==> config.mk <==
export PLATFORM = sky130hd
export DESIGN_NAME = sfr_read_front
export DESIGN_NICKNAME = d
export VERILOG_FILES = /design/src/include/sfr_pkg.sv /design/src/design/sfr_byte_buf.sv /design/src/design/sfr_read_front.sv
export VERILOG_INCLUDE_DIRS = /design/src /design/src/include
export SDC_FILE = /design/constraint.sdc
export NUM_CORES = 1
export LEC_CHECK = 0
export ABC_AREA = 1
export CORE_UTILIZATION = 50
export DETAILED_ROUTE_END_ITERATION = 10
export DONT_BUFFER_PORTS = 1
export HOLD_SLACK_MARGIN = 0.03
export PLACE_DENSITY_LB_ADDON = 0.1
export SLEW_MARGIN = 20
export SYNTH_ARGS = -nofsm -noshare
export SYNTH_HDL_FRONTEND = slang
export SYNTH_HIERARCHICAL = 1
export SYNTH_SLANG_ARGS = --single-unit
==> constraint.sdc <==
create_clock -name clock_i -period 3.65 [get_ports clock_i]
set_input_delay 0.73 -clock clock_i [delete_from_list [all_inputs] [get_ports clock_i]]
set_output_delay 0.73 -clock clock_i [all_outputs]
set_load 0.005 [all_outputs]
==> src/include/sfr_params.svh <==
// Opcodes, phase lengths and defaults for the serial flash read front end
`ifndef SFR_PARAMS_SVH
`define SFR_PARAMS_SVH

// ----------------------------------------------------------------------
// Opcodes
// ----------------------------------------------------------------------
`define SFR_OP_READ 8'h03
`define SFR_OP_FAST 8'h0B
`define SFR_OP_DUAL_OUT 8'h3B
`define SFR_OP_DUAL_IO 8'hBB
`define SFR_OP_QUAD_OUT 8'h6B
`define SFR_OP_QUAD_IO 8'hEB
`define SFR_OP_ENTER_QPI 8'h38
`define SFR_OP_ALL_ONES 8'hFF

// ----------------------------------------------------------------------
// Phase lengths (bits for opcode, address, mode; clocks for dummy)
// ----------------------------------------------------------------------
`define SFR_OP_BITS 5'h08
`define SFR_ADDR_BITS 5'h18
`define SFR_MODE_BITS 5'h08
`define SFR_SPI_DUMMY 4'h8
`define SFR_DIO_DUMMY 4'h4
`define SFR_QIO_DUMMY 4'h4
`define SFR_QPI_FAST_DUMMY 4'h6

// ----------------------------------------------------------------------
// Lane counts, masks and defaults
// ----------------------------------------------------------------------
`define SFR_LANES_1 3'h1
`define SFR_LANES_2 3'h2
`define SFR_LANES_4 3'h4
`define SFR_MASK_1 4'h2
`define SFR_MASK_2 4'h3
`define SFR_MASK_4 4'hF
`define SFR_BUF_DEPTH 2
`define SFR_BYTE_BITS 4'h8
`define SFR_UNDERRUN_BYTE 8'hFF
`define SFR_SYNC_RESET 6'h10

`endif

==> src/include/sfr_pkg.sv <==
// Types shared by the serial flash read front end
package sfr_pkg;

  typedef enum logic [6:0] {
    ST_IDLE = 7'h01,
    ST_CMD = 7'h02,
    ST_ADDR = 7'h04,
    ST_MODE = 7'h08,
    ST_DUMMY = 7'h10,
    ST_DATA = 7'h20,
    ST_IGNORE = 7'h40
  } sfr_state_t;

  typedef logic [2:0] sfr_lanes_t;

  typedef struct packed {
    logic ok;
    sfr_lanes_t addr_lanes;
    sfr_lanes_t data_lanes;
    logic [3:0] dummy;
    logic has_mode;
  } sfr_cmd_t;

endpackage : sfr_pkg

==> src/design/sfr_byte_buf.sv <==
// Small FIFO between the array data source and the serial shifter
`timescale 1ns/1ps
`default_nettype none
`include "sfr_params.svh"

module sfr_byte_buf #(
  parameter int WIDTH = 8,
  parameter int DEPTH = `SFR_BUF_DEPTH
) (
  input wire logic clock_i,
  input wire logic rst_i,
  input wire logic flush_i,
  input wire logic in_valid_i,
  input wire logic [WIDTH-1:0] in_data_i,
  output logic in_ready_o,
  output logic out_valid_o,
  output logic [WIDTH-1:0] out_data_o,
  input wire logic out_ready_i
);
  import sfr_pkg::*;

  localparam int PW = (DEPTH > 1) ? $clog2(DEPTH) : 1;
  localparam int CW = $clog2(DEPTH + 1);

  logic [WIDTH-1:0] mem [DEPTH];
  logic [PW-1:0] wr_ptr;
  logic [PW-1:0] rd_ptr;
  logic [CW-1:0] count;
  logic [CW-1:0] next_count;
  logic push;
  logic pop;

  function automatic logic [PW-1:0] bump(input logic [PW-1:0] p);
    return (p == PW'(DEPTH - 1)) ? '0 : PW'(p + 1'b1);
  endfunction : bump

  assign push = in_valid_i & in_ready_o;
  assign pop = out_valid_o & out_ready_i;
  assign out_valid_o = (count != '0);
  assign out_data_o = mem[rd_ptr];

  always_comb begin
    next_count = count;
    if (flush_i) begin
      next_count = '0;
    end else if (push && !pop) begin
      next_count = CW'(count + 1'b1);
    end else if (pop && !push) begin
      next_count = CW'(count - 1'b1);
    end
  end

  always_ff @(posedge clock_i or posedge rst_i) begin
    if (rst_i) begin
      wr_ptr <= '0;
      rd_ptr <= '0;
      count <= '0;
      in_ready_o <= 1'b1;
    end else begin
      count <= next_count;
      // Registered ready: full is known one edge ahead from the count
      in_ready_o <= (next_count != CW'(DEPTH));
      if (flush_i) begin
        wr_ptr <= '0;
        rd_ptr <= '0;
      end else begin
        if (push) begin
          wr_ptr <= bump(wr_ptr);
        end
        if (pop) begin
          rd_ptr <= bump(rd_ptr);
        end
      end
    end
  end

  always_ff @(posedge clock_i) begin
    if (push && !flush_i) begin
      mem[wr_ptr] <= in_data_i;
    end
  end

endmodule : sfr_byte_buf
`default_nettype wire

==> src/design/sfr_read_front.sv <==
// Read-command front end of a serial NOR flash, sampled on the system clock
`timescale 1ns/1ps
`default_nettype none
`include "sfr_params.svh"

module sfr_read_front #(
  parameter int BUF_DEPTH = `SFR_BUF_DEPTH
) (
  input wire logic clock_i,
  input wire logic rst_i,
  input wire logic sclk_i,
  input wire logic cs_n_i,
  input wire logic [3:0] dq_i,
  input wire logic busy_i,
  input wire logic quad_enable_i,
  output logic [3:0] dq_o,
  output logic [3:0] dq_oe_o,
  output logic write_protect_o,
  output logic hold_o,
  output logic qpi_mode_o,
  output logic cont_mode_o,
  output logic fetch_valid_o,
  output logic [23:0] fetch_addr_o,
  input wire logic fetch_ready_i,
  input wire logic array_valid_i,
  input wire logic [7:0] array_data_i,
  output logic array_ready_o
);
  import sfr_pkg::*;

  // --------------------------------------------------------------------
  // Helpers
  // --------------------------------------------------------------------
  function automatic logic [23:0] shift_in(input logic [23:0] sh, input logic [3:0] d,
                                           input sfr_lanes_t n);
    case (n)
      `SFR_LANES_2: return {sh[21:0], d[1:0]};
      `SFR_LANES_4: return {sh[19:0], d};
      default: return {sh[22:0], d[0]};
    endcase
  endfunction : shift_in

  function automatic logic [3:0] lane_bits(input logic [7:0] b, input sfr_lanes_t n);
    case (n)
      `SFR_LANES_2: return {2'h0, b[7:6]};
      `SFR_LANES_4: return b[7:4];
      default: return {2'h0, b[7], 1'b0};
    endcase
  endfunction : lane_bits

  function automatic logic [3:0] lane_mask(input sfr_lanes_t n);
    case (n)
      `SFR_LANES_2: return `SFR_MASK_2;
      `SFR_LANES_4: return `SFR_MASK_4;
      default: return `SFR_MASK_1;
    endcase
  endfunction : lane_mask

  function automatic sfr_cmd_t decode(input logic [7:0] op, input logic qpi);
    sfr_cmd_t c;
    c = '0;
    c.addr_lanes = `SFR_LANES_1;
    c.data_lanes = `SFR_LANES_1;
    case (op)
      `SFR_OP_READ: begin
        c.ok = !qpi;
      end
      `SFR_OP_FAST: begin
        c.ok = 1'b1;
        c.dummy = qpi ? `SFR_QPI_FAST_DUMMY : `SFR_SPI_DUMMY;
        if (qpi) begin
          c.addr_lanes = `SFR_LANES_4;
          c.data_lanes = `SFR_LANES_4;
        end
      end
      `SFR_OP_DUAL_OUT: begin
        c.ok = !qpi;
        c.dummy = `SFR_SPI_DUMMY;
        c.data_lanes = `SFR_LANES_2;
      end
      `SFR_OP_DUAL_IO: begin
        c.ok = !qpi;
        c.addr_lanes = `SFR_LANES_2;
        c.data_lanes = `SFR_LANES_2;
        c.dummy = `SFR_DIO_DUMMY;
      end
      `SFR_OP_QUAD_OUT: begin
        c.ok = !qpi;
        c.dummy = `SFR_SPI_DUMMY;
        c.data_lanes = `SFR_LANES_4;
      end
      `SFR_OP_QUAD_IO: begin
        c.ok = 1'b1;
        c.addr_lanes = `SFR_LANES_4;
        c.data_lanes = `SFR_LANES_4;
        c.has_mode = 1'b1;
        c.dummy = `SFR_QIO_DUMMY;
      end
      default: begin
        c.ok = 1'b0;
      end
    endcase
    return c;
  endfunction : decode

  // --------------------------------------------------------------------
  // Pin synchronisers and edge detection
  // --------------------------------------------------------------------
  logic [5:0] sync1;
  logic [5:0] sync2;
  logic sclk_prev;
  logic cs_prev;
  logic sclk_s;
  logic cs_s;
  logic [3:0] dq_s;
  logic rise;
  logic fall;
  logic cs_rise;

  always_ff @(posedge clock_i or posedge rst_i) begin
    if (rst_i) begin
      sync1 <= `SFR_SYNC_RESET;
      sync2 <= `SFR_SYNC_RESET;
      sclk_prev <= 1'b0;
      cs_prev <= 1'b1;
    end else begin
      sync1 <= {sclk_i, cs_n_i, dq_i};
      sync2 <= sync1;
      sclk_prev <= sync2[5];
      cs_prev <= sync2[4];
    end
  end

  assign sclk_s = sync2[5];
  assign cs_s = sync2[4];
  assign dq_s = sync2[3:0];
  assign rise = sclk_s & ~sclk_prev;
  assign fall = ~sclk_s & sclk_prev;
  assign cs_rise = cs_s & ~cs_prev;

  // --------------------------------------------------------------------
  // Command sequencer
  // --------------------------------------------------------------------
  sfr_state_t state;
  sfr_cmd_t cmd;
  sfr_cmd_t cmd_now;
  logic [4:0] cnt;
  logic [4:0] next_cnt;
  logic [23:0] sh;
  logic [23:0] next_sh;
  sfr_lanes_t in_lanes;
  logic [7:0] op_now;
  logic cmd_done;
  logic addr_done;
  logic mode_done;
  logic ones_seen;
  logic qpi;
  logic cont;

  always_comb begin
    case (state)
      ST_CMD: in_lanes = qpi ? `SFR_LANES_4 : `SFR_LANES_1;
      ST_ADDR: in_lanes = cmd.addr_lanes;
      ST_MODE: in_lanes = cmd.addr_lanes;
      default: in_lanes = `SFR_LANES_1;
    endcase
  end

  assign next_sh = shift_in(sh, dq_s, in_lanes);
  assign next_cnt = 5'(cnt + 5'(in_lanes));
  assign op_now = next_sh[7:0];
  assign cmd_now = decode(op_now, qpi);
  assign cmd_done = !cs_s && rise && (state == ST_CMD) && (next_cnt == `SFR_OP_BITS);
  assign addr_done = !cs_s && rise && (state == ST_ADDR) && (next_cnt == `SFR_ADDR_BITS);
  assign mode_done = !cs_s && rise && (state == ST_MODE) && (next_cnt == `SFR_MODE_BITS);

  always_ff @(posedge clock_i or posedge rst_i) begin
    if (rst_i) begin
      state <= ST_IDLE;
      cmd <= '0;
      cnt <= '0;
      sh <= '0;
    end else if (cs_s) begin
      state <= ST_IDLE;
      cnt <= '0;
    end else begin
      case (state)
        ST_IDLE: begin
          cnt <= '0;
          sh <= '0;
          if (cont) begin
            cmd <= decode(`SFR_OP_QUAD_IO, 1'b0);
            state <= ST_ADDR;
          end else begin
            state <= ST_CMD;
          end
        end
        ST_CMD: begin
          if (rise) begin
            cnt <= next_cnt;
            sh <= next_sh;
          end
          if (cmd_done) begin
            cnt <= '0;
            cmd <= cmd_now;
            // Refused reads just sit out the frame, the write cycle runs on
            state <= (cmd_now.ok && !busy_i) ? ST_ADDR : ST_IGNORE;
          end
        end
        ST_ADDR: begin
          if (rise) begin
            cnt <= next_cnt;
            sh <= next_sh;
          end
          if (addr_done) begin
            cnt <= '0;
            if (cmd.has_mode) begin
              state <= ST_MODE;
            end else if (cmd.dummy == 4'h0) begin
              state <= ST_DATA;
            end else begin
              state <= ST_DUMMY;
            end
          end
        end
        ST_MODE: begin
          if (rise) begin
            cnt <= next_cnt;
            sh <= next_sh;
          end
          if (mode_done) begin
            cnt <= '0;
            state <= ST_DUMMY;
          end
        end
        ST_DUMMY: begin
          // Input during dummy clocks is don't care
          if (rise) begin
            cnt <= 5'(cnt + 5'h01);
            if (5'(cnt + 5'h01) == {1'b0, cmd.dummy}) begin
              state <= ST_DATA;
            end
          end
        end
        ST_DATA: state <= ST_DATA;
        ST_IGNORE: state <= ST_IGNORE;
        default: state <= ST_IDLE;
      endcase
    end
  end

  // --------------------------------------------------------------------
  // Four-line command mode and continuous mode
  // --------------------------------------------------------------------
  always_ff @(posedge clock_i or posedge rst_i) begin
    if (rst_i) begin
      qpi <= 1'b0;
      cont <= 1'b0;
      ones_seen <= 1'b1;
    end else begin
      if (state == ST_IDLE) begin
        ones_seen <= 1'b1;
      end else if (rise && !dq_s[0]) begin
        ones_seen <= 1'b0;
      end
      if (cmd_done && op_now == `SFR_OP_ENTER_QPI && !busy_i) begin
        qpi <= 1'b1;
      end else if (cmd_done && op_now == `SFR_OP_ALL_ONES) begin
        qpi <= 1'b0;
      end
      if (mode_done) begin
        cont <= (next_sh[7:4] == ~next_sh[3:0]);
      end else if (cs_rise && state == ST_ADDR && cont && ones_seen && cnt != 5'h00) begin
        // An all-ones frame too short for an address is the escape
        cont <= 1'b0;
      end
    end
  end

  assign qpi_mode_o = qpi;
  assign cont_mode_o = cont;

  // --------------------------------------------------------------------
  // Array fetch engine
  // --------------------------------------------------------------------
  logic fetch_en;
  logic fire;
  logic arrive;
  logic pop;
  logic [1:0] outstanding;
  logic [1:0] inflight;
  logic [1:0] drop;
  logic [1:0] next_outstanding;
  logic [1:0] next_inflight;
  logic [1:0] next_drop;
  logic next_fetch_en;
  logic buf_valid;
  logic [7:0] buf_data;

  assign fire = fetch_valid_o & fetch_ready_i;
  assign arrive = array_valid_i & array_ready_o;

  always_comb begin
    next_inflight = 2'(inflight + {1'b0, fire} - {1'b0, arrive});
    next_outstanding = cs_s ? 2'h0 : 2'(outstanding + {1'b0, fire} - {1'b0, pop});
    next_drop = drop;
    if (cs_rise) begin
      next_drop = next_inflight;
    end else if (arrive && drop != 2'h0) begin
      next_drop = 2'(drop - 2'h1);
    end
    next_fetch_en = !cs_s && (fetch_en || addr_done);
  end

  always_ff @(posedge clock_i or posedge rst_i) begin
    if (rst_i) begin
      fetch_en <= 1'b0;
      fetch_valid_o <= 1'b0;
      fetch_addr_o <= 24'h000000;
      outstanding <= 2'h0;
      inflight <= 2'h0;
      drop <= 2'h0;
    end else begin
      fetch_en <= next_fetch_en;
      outstanding <= next_outstanding;
      inflight <= next_inflight;
      drop <= next_drop;
      // Fetch ahead only as far as the buffer can hold
      fetch_valid_o <= next_fetch_en &&
                       (3'({1'b0, next_outstanding} + {1'b0, next_drop}) < 3'(BUF_DEPTH));
      if (addr_done) begin
        fetch_addr_o <= next_sh;
      end else if (fire) begin
        fetch_addr_o <= 24'(fetch_addr_o + 24'h000001);
      end
    end
  end

  sfr_byte_buf #(
    .WIDTH(8),
    .DEPTH(BUF_DEPTH)
  ) u_buf (
    .clock_i(clock_i),
    .rst_i(rst_i),
    .flush_i(cs_s),
    .in_valid_i(array_valid_i && drop == 2'h0),
    .in_data_i(array_data_i),
    .in_ready_o(array_ready_o),
    .out_valid_o(buf_valid),
    .out_data_o(buf_data),
    .out_ready_i(pop)
  );

  // --------------------------------------------------------------------
  // Output shifter
  // --------------------------------------------------------------------
  logic [7:0] out_sh;
  logic [3:0] bits_left;
  logic [7:0] load_byte;
  logic shift_now;

  assign shift_now = fall && !cs_s && state == ST_DATA;
  assign pop = shift_now && bits_left == 4'h0 && buf_valid;
  // Late array data shows as an underrun pattern, not a stall
  assign load_byte = buf_valid ? buf_data : `SFR_UNDERRUN_BYTE;

  always_ff @(posedge clock_i or posedge rst_i) begin
    if (rst_i) begin
      dq_o <= 4'h0;
      dq_oe_o <= 4'h0;
      out_sh <= 8'h00;
      bits_left <= 4'h0;
    end else if (cs_s || state != ST_DATA) begin
      dq_oe_o <= 4'h0;
      dq_o <= 4'h0;
      bits_left <= 4'h0;
    end else if (shift_now) begin
      dq_oe_o <= lane_mask(cmd.data_lanes);
      if (bits_left == 4'h0) begin
        dq_o <= lane_bits(load_byte, cmd.data_lanes);
        out_sh <= 8'(load_byte << cmd.data_lanes);
        bits_left <= 4'(`SFR_BYTE_BITS - {1'b0, cmd.data_lanes});
      end else begin
        dq_o <= lane_bits(out_sh, cmd.data_lanes);
        out_sh <= 8'(out_sh << cmd.data_lanes);
        bits_left <= 4'(bits_left - {1'b0, cmd.data_lanes});
      end
    end
  end

  // --------------------------------------------------------------------
  // Protect and hold pins
  // --------------------------------------------------------------------
  always_ff @(posedge clock_i or posedge rst_i) begin
    if (rst_i) begin
      write_protect_o <= 1'b0;
      hold_o <= 1'b0;
    end else begin
      // Host keeps lanes two and three high in single-lane reads without enable
      write_protect_o <= !quad_enable_i && !dq_s[2];
      hold_o <= !quad_enable_i && !dq_s[3] && !cs_s;
    end
  end

  // --------------------------------------------------------------------
  // Assertions
  // --------------------------------------------------------------------
  property p_cs_release;
    @(posedge clock_i) disable iff (rst_i) cs_rise |=> (dq_oe_o == 4'h0) && (state == ST_IDLE);
  endproperty
  a_cs_release: assert property (p_cs_release) else $error("lines driven after deselect");

  property p_addr_wrap;
    @(posedge clock_i) disable iff (rst_i)
      fire && !addr_done && fetch_addr_o == 24'hFFFFFF |=> fetch_addr_o == 24'h000000;
  endproperty
  a_addr_wrap: assert property (p_addr_wrap) else $error("address did not wrap");

  property p_addr_step;
    @(posedge clock_i) disable iff (rst_i)
      fire && !addr_done |=> fetch_addr_o == 24'($past(fetch_addr_o) + 24'h000001);
  endproperty
  a_addr_step: assert property (p_addr_step) else $error("address did not advance");

  property p_busy_refuse;
    @(posedge clock_i) disable iff (rst_i) cmd_done && busy_i |=> state == ST_IGNORE;
  endproperty
  a_busy_refuse: assert property (p_busy_refuse) else $error("read taken while busy");

  property p_quiet_dummy;
    @(posedge clock_i) disable iff (rst_i) state inside {ST_MODE, ST_DUMMY} |-> dq_oe_o == 4'h0;
  endproperty
  a_quiet_dummy: assert property (p_quiet_dummy) else $error("driving in dummy phase");

  property p_cont_enter;
    @(posedge clock_i) disable iff (rst_i)
      mode_done && next_sh[7:4] == ~next_sh[3:0] |=> cont ##1 1'b1;
  endproperty
  a_cont_enter: assert property (p_cont_enter) else $error("continuous mode not entered");

  property p_cont_leave;
    @(posedge clock_i) disable iff (rst_i) mode_done && next_sh[7:4] == next_sh[3:0] |=> !cont;
  endproperty
  a_cont_leave: assert property (p_cont_leave) else $error("continuous mode not left");

  property p_cont_skip;
    @(posedge clock_i) disable iff (rst_i) cont && state == ST_IDLE && !cs_s |=> state == ST_ADDR;
  endproperty
  a_cont_skip: assert property (p_cont_skip) else $error("opcode not skipped");

  property p_single_lane;
    @(posedge clock_i) disable iff (rst_i)
      shift_now && cmd.data_lanes == `SFR_LANES_1 |=> dq_oe_o == `SFR_MASK_1;
  endproperty
  a_single_lane: assert property (p_single_lane) else $error("single read lane wrong");

  property p_quad_lane;
    @(posedge clock_i) disable iff (rst_i)
      shift_now && cmd.data_lanes == `SFR_LANES_4 |=> dq_oe_o == `SFR_MASK_4;
  endproperty
  a_quad_lane: assert property (p_quad_lane) else $error("quad read lanes wrong");

  property p_qpi_enter;
    @(posedge clock_i) disable iff (rst_i)
      cmd_done && op_now == `SFR_OP_ENTER_QPI && !busy_i |=> qpi;
  endproperty
  a_qpi_enter: assert property (p_qpi_enter) else $error("four-line mode not entered");

  c_cont_data: cover property (@(posedge clock_i) disable iff (rst_i) cont && state == ST_DATA);
  c_end_in_data: cover property (@(posedge clock_i) disable iff (rst_i) cs_rise && $past(state == ST_DATA));
  c_busy_read: cover property (@(posedge clock_i) disable iff (rst_i) cmd_done && busy_i && cmd_now.ok);
  c_qpi_data: cover property (@(posedge clock_i) disable iff (rst_i) qpi && state == ST_DATA);

endmodule : sfr_read_front
`default_nettype wire

* Word-level counts from Yosys, hierarchy flattened
Memories as Yosys holds them, arrays and structs flattened.
Cells that the tools add are included.
** Storage, ports and cells
- Logic and storage cells :: 228
- Memories kept :: 1
- Memory bits (writable) :: 16
- Flip-flop bits (word level) :: 122
- Input port bits :: 20
** Cells by class
- Eq/ne operators :: 33
- Reduce and logical (&&, ||, !) cells :: 66
- Shift operators :: 2
- Add/subtract/negate cells :: 15
- Order comparisons :: 1
- Bitwise operators :: 13
- Muxes and demuxes :: 67
** Memory list
- u_buf.mem :: depth 2, bits a word 8, read ports 1, clocked after memory_dff 0, wr ports 1, RTL line sfr_byte_buf.sv:25 : logic [WIDTH-1:0] mem [DEPTH];
** Operator list (count)
- 7-bit 2-to-1 mux :: 7
- 7-bit one-hot mux with 7 select lines :: 1
- 24-bit 2-to-1 mux :: 2
- 24-bit one-hot mux with 2 select lines :: 1
- 23-bit one-hot mux with 2 select lines :: 1
- 4-bit 2-to-1 mux :: 9
- 7-bit one-hot mux with 5 select lines :: 1
- 1-bit logical AND :: 30
- 5-bit 2-to-1 mux :: 6
- 5-bit one-hot mux with 5 select lines :: 1
- 24-bit by 1-bit adder with 24-bit output (second input constant) :: 1
- 8-bit == test (second input constant) :: 3
- 4-bit one-hot mux with 2 select lines :: 3
- 23-bit 2-to-1 mux :: 1
- 11-bit 2-to-1 mux :: 2
- 11-bit one-hot mux with 2 select lines :: 1
- 2-bit nonzero test :: 11
- 6-bit 2-to-1 mux :: 3
- 8-bit by 6-bit == test with 1-bit output (second input constant) :: 2
- 8-bit 2-to-1 mux :: 2
- 8-bit by 3-bit left shift with 8-bit output :: 2
- 1-bit 2-to-1 mux :: 15
- 3-bit != test (second input constant) :: 5
- 2-bit 2-to-1 mux :: 6
- 50 further kinds :: 81

* Logic depth before layout (Yosys ltp)
- Depth after elaboration :: 13
- Mapped depth :: 24
- Mapped depth without buffers :: 23

* Hierarchy
Netlist, hierarchy kept.
** By module, submodules not included
- sfr_read_front :: seq. area each 2884.0 µm², cells each 823, area an instance 6636.4 µm², times used 1
- sfr_byte_buf :: seq. area each 606.8 µm², cells each 79, area an instance 860.8 µm², times used 1

* Least setup slack after synthesis
OpenSTA, ideal clock, no wires.
- Path type :: register -> register
- Start point :: register state[1]
- End point :: register fetch_addr_o[0]
- Clock period less this slack :: 3.257 ns
- Cell stages (with the launch flop) :: 21
- Setup time :: 0.120 ns
- Path slack :: 0.393 ns
- Arrival time :: 3.137 ns
- Data required time :: 3.530 ns
- Buffers on the path :: 0
- Cells stage by stage :: dfrtp_1 inv_2 nand2_1 nor2_1 nand2_4 nand2_8 nand2_2 nand2_2 ha_1 inv_1 fa_1 or2_2 a21oi_1 xor2_1 inv_1 nand3_1 clkinv_1 o21ai_0 o21ai_0 o21ai_0 inv_1
** Between the ends
- Longest elaborated chain between the ends :: 7
- Elaborated cells between the ends (all ways) :: 11
- Those cells by class :: 1 x add/sub; 4 x eq/ne; 2 x mux; 4 x reduce/logical
** RTL lines
- start: declaration :: RTL line sfr_read_front.sv:144 : sfr_state_t state;
- start signal: assignment :: RTL line sfr_read_front.sv:207 : state <= (cmd_now.ok && !busy_i) ? ST_ADDR : ST_IGNORE;
- 7-bit by 3-bit == test with 1-bit output / 7-bit by 4-bit == test with 1-bit output (equally long branches) :: RTL line sfr_read_front.sv:161, sfr_read_front.sv:174
- 2-bit OR reduction (no source line)
- 3-bit one-hot mux with 2 select lines :: RTL line sfr_read_front.sv:161 : case (state)
- 5-bit by 3-bit adder with 5-bit output :: RTL line sfr_read_front.sv:170 : assign next_cnt = 5'(cnt + 5'(in_lanes));
- 5-bit == test (no source line)
- 1-bit logical AND (*) :: RTL line sfr_read_front.sv:174 : assign addr_done = !cs_s && rise && (state == ST_ADDR) && (next_cnt == `SFR_ADDR_BITS);
- 24-bit 2-to-1 mux / 2-bit nonzero test (equally long branches)
- end signal: assignment :: RTL line sfr_read_front.sv:332 : fetch_addr_o <= next_sh;
- end signal: assignment :: RTL line sfr_read_front.sv:334 : fetch_addr_o <= 24'(fetch_addr_o + 24'h000001);
- end: declaration :: RTL line sfr_read_front.sv:23 : output logic [23:0] fetch_addr_o,
Every way passes the cells marked *; elsewhere a longest branch is shown, timed or not.
A chain may end at the register's enable or synchronous reset.

* Worst setup path after layout
- Start point :: register state[4]
- End point :: register fetch_addr_o[2]
** Between the ends
- Longest elaborated chain between the ends :: 7
- Elaborated cells between the ends (all ways) :: 14
- Those cells by class :: 1 x add/sub; 6 x eq/ne; 3 x mux; 4 x reduce/logical
** RTL lines (RTL line)
- 7-bit by 3-bit == test with 1-bit output / 7-bit by 4-bit == test with 1-bit output (equally long branches) :: sfr_read_front.sv:161, sfr_read_front.sv:174
- 2-bit OR reduction (no source line)
- 3-bit one-hot mux with 2 select lines :: sfr_read_front.sv:161
- 5-bit by 3-bit adder with 5-bit output :: sfr_read_front.sv:170
- 5-bit == test (no source line)
- 1-bit logical AND :: sfr_read_front.sv:174
- 24-bit 2-to-1 mux / 2-bit nonzero test (equally long branches)
Several ways; a longest one is shown, not always the timed one.

==> flow_metrics.env <==
export IMPL_synth_edf_count=16
export IMPL_root_buffer="clkbuf_16"
export IMPL_core_rowCount=44
export IMPL_diodes=0
export IMPL_first_pass_iters=5
export IMPL_grt_ovfl_total=0
export IMPL_max_cap_violations=0
export IMPL_slew_headroom_pct=48.2
export IMPL_die_y_um=124
export IMPL_power_density_nw_per_um2=465
export IMPL_vias_per_cell=5.79
export IMPL_internal_power_w=0.00291
export IMPL_cts_hold_buf=0
export IMPL_p_clk_share_pct=46.6
export IMPL_cts_buffers=17
export IMPL_die_w_um=124
export IMPL_power_frac_seq_pct=41.8
export IMPL_antenna_found_initial=0
export IMPL_hold_path_class="in -> async"
export IMPL_utilization_pct=57.9
export IMPL_ant_nets=0
export IMPL_syn_to_final_growth_pct=12.6
export IMPL_grt_pass1_vias=5999
export IMPL_async_flop_share_pct=88.2
export IMPL_wl_met3_mm=1.53
export IMPL_cts_sinks=136
export IMPL_finalSetupViolations=0
export IMPL_swShare_pct=26.0
export IMPL_grt_pass1_wl_mm=30.7
export IMPL_preCtsSetupSlack_ps=55.3
export IMPL_wl_per_cell_um=16.9
export IMPL_clock_path_buffers=2
export IMPL_cts_tree="done"
export IMPL_yosysWarnings=6
export IMPL_fin_skew_ps=10.2
export IMPL_wl_met2_mm=8.34
export IMPL_wl_mm=18.8
export IMPL_clk_pin_slew_ps=60
export IMPL_drive_gt1_share_pct=12.7
export IMPL_design_portCount=58
export IMPL_htreeDepth=4
export IMPL_hpwlAfterDp_mm=13.5
export IMPL_worstSetupStartpointType="register"
export IMPL_routed_via_count=6439
export IMPL_crit_arrival_ps=3780
export IMPL_routed_top_layer="met4"
export IMPL_cp_data_required_time_ps=3930
export IMPL_cp_slowest_stage_delay_ps=410
export IMPL_peakVddDrop_uv=326
export IMPL_synth_cell_type_count=51
export IMPL_grt_usage_pct=25.0
export IMPL_first_iter_violations=616
export IMPL_drc=0
export IMPL_finalHoldViolCount=0
export IMPL_criticalPathCategory="reg -> reg"
export IMPL_whs_ps=92.4
export IMPL_fin_nets=953
export IMPL_clkLatencyLatePin_ps=420
export IMPL_die_area_um2=15500
export IMPL_core_um2=14600
export IMPL_wl_met1_mm=8.69
export IMPL_critPathCaptureType="register"
export IMPL_fin_crit_sh_pct=95.9
export IMPL_syn_area_per_cell_um2=8.31
export IMPL_numPortBuffers=0
export IMPL_p_switching_w=0.00102
export IMPL_start_util_pct=51.4
export IMPL_drv_slew=0
export IMPL_critical_path_max_fanout=18
export IMPL_syn_inst=902
export IMPL_worst_slack_ps=150
export IMPL_combPwrFrac_pct=11.6
export IMPL_status="complete, no violations"
export IMPL_fin_crit_ps=3500
export IMPL_worstPathCellList="inv_2 -> nand2_2 -> nor2_4 -> nand2_4 -> nand2_8 -> nand2_2 -> nand2_2 -> ha_1 -> inv_1 -> fa_1 -> or2_4 -> a21oi_4 -> xor2_2 -> inv_1 -> nand3_1 -> buf_4 -> nor3_1 -> a21oi_1"
export IMPL_fmax_mhz=286
export IMPL_critPathSlowestCell="nor3_1"
export IMPL_synthFlopType="dfrtp_1"
export IMPL_setup_tns_ps=0
export IMPL_gp_congestion=0.900
export IMPL_p_leak_nw=3.95
export IMPL_cp_common_cell="nand2_2"
export IMPL_grt_max_degree=116
export IMPL_synth_net_count=940
export IMPL_syn_cell_area_um2=7500
export IMPL_synth_seq_cells=136
export IMPL_seq_area_frac_synth_pct=46.6
export IMPL_tightest_slew_ps=772
==> cells by family after synthesis <==
| family | count (synthesis) | synth area share [%] |
|---|---|---|
| mux | 4 | 0.534 |
| fa+ha+maj | 18 | 3.30 |
| xor+xnor | 31 | 3.62 |
| buf+inv | 150 | 7.74 |
| simple gates | 381 | 23.9 |
| flops | 136 | 46.6 |
| compound gates | 182 | 14.3 |
==> layer usage <==
layer / vias to the layer above / GRT usage, %
met5: - / 0
met1: 3084 / 37.0
met4: 0 / 8.01
met3: 26 / 6.23
met2: 282 / 35.7
li1: 3047 / -
==> flip-flops by register name, summed over array words and instances (netlist names), 3 cells and up <==
register	flops
dq_oe_o	3
sh	23
cmd	10
dq_o	4
bits_left	4
cnt	5
state	7
sync2	6
u_buf/mem	16
sync1	6
out_sh	8
fetch_addr_o	24
==> final cells by class <==
class / instances / area [um^2]
well taps: 184 / 230
fillers: 1268 / 6150
repair buffers: 15 / 125
inverters: 129 / 493
multi-input cells: 616 / 3480
clock inverters: 12 / 174
clock buffers: 20 / 447
flip-flops and latches: 136 / 3490
==> final timing paths <==
check	start	slack, ps	endpoint	depth (start not counted)
max	state[4]$_DFFE_PP0P_	150	fetch_addr_o[2]$_DFFE_PP0P_	18
min	rst_i	90	u_buf/count[1]$_DFF_PP0_	1
max reg2reg	state[4]$_DFFE_PP0P_	150	fetch_addr_o[2]$_DFFE_PP0P_	18
min reg2reg	sync1[1]$_DFF_PP0_	350	sync2[1]$_DFF_PP0_	0
max in group asynchronous	rst_i	2850	sync2[3]$_DFF_PP0_	2
min in group clock_i	cs_n_i	300	sync1[4]$_DFF_PP1_	0
==> synth_stat cells (15+ instances only) <==
library cell,number,area [um^2]
nand3_1,57,285
ha_1,15,188
o21ai_0,56,280
edfxtp_1,16,480
nand2_1,177,664
clkbuf_1,17,63.8
o22ai_1,44,275
xor2_1,19,166
dfrtp_1,114,2850
nor2_1,72,270
inv_1,116,435
a21oi_1,42,210
==> worst max-delay path, delay by kind of cell, from the launching register on <==
kind / cells / cell delay [ps]
buffers and inverters: 4 / 470
adders and majority gates: 2 / 580
xor gates and xnor gates: 1 / 120
DFF: 1 / 400
and+or+nand+nor: 9 / 1540
AOI/OAI and AO/OA: 2 / 230
==> cells in the final DEF (no fill, tap or decap), drive strengths merged, types with 4 or more instances in the layout <==
master and count:
a21oi 42, a22oi 4, a31oi 4, buf 15, bufinv 4, clkbuf 20, clkinv 7, dfrtp 114
dfstp 6, edfxtp 16, ha 15, inv 128, mux2i 4, nand2 199, nand3 64, nand4 9
nor2 83, nor3 12, nor4 10, o211ai 5, o21ai 59, o22ai 44, o31ai 4, xnor2 12
xor2 19
==> power by group through the flow <==
stage / Combinational [W] / Clock [W] / Sequential (W)
after detailed placement: 0.000452 / 0 / 0.00167
after global placement: 0.000445 / 0 / 0.00167
after CTS: 0.000456 / 0.00185 / 0.00164
after floorplan: 0.000349 / 0 / 0.00166
after global routing: 0.000533 / 0.00191 / 0.00165
final: 0.000457 / 0.00183 / 0.00164
==> metrics by stage <==
step	instance area (um^2)	total power, W	std cells
after global placement	7740	0.00211	1077
after floorplan	7500	0.00201	902
final	8440	0.00393	1112
after CTS	8360	0.00395	1109
after global routing	8440	0.00409	1112
after detailed placement	7740	0.00212	1077
==> what timing repair did <==
item,in CTS,in global routing
resized for setup,0,15
setup buffers,0,3
setup endpoints to repair,0,33
Power figures use the tool's default switching activity.
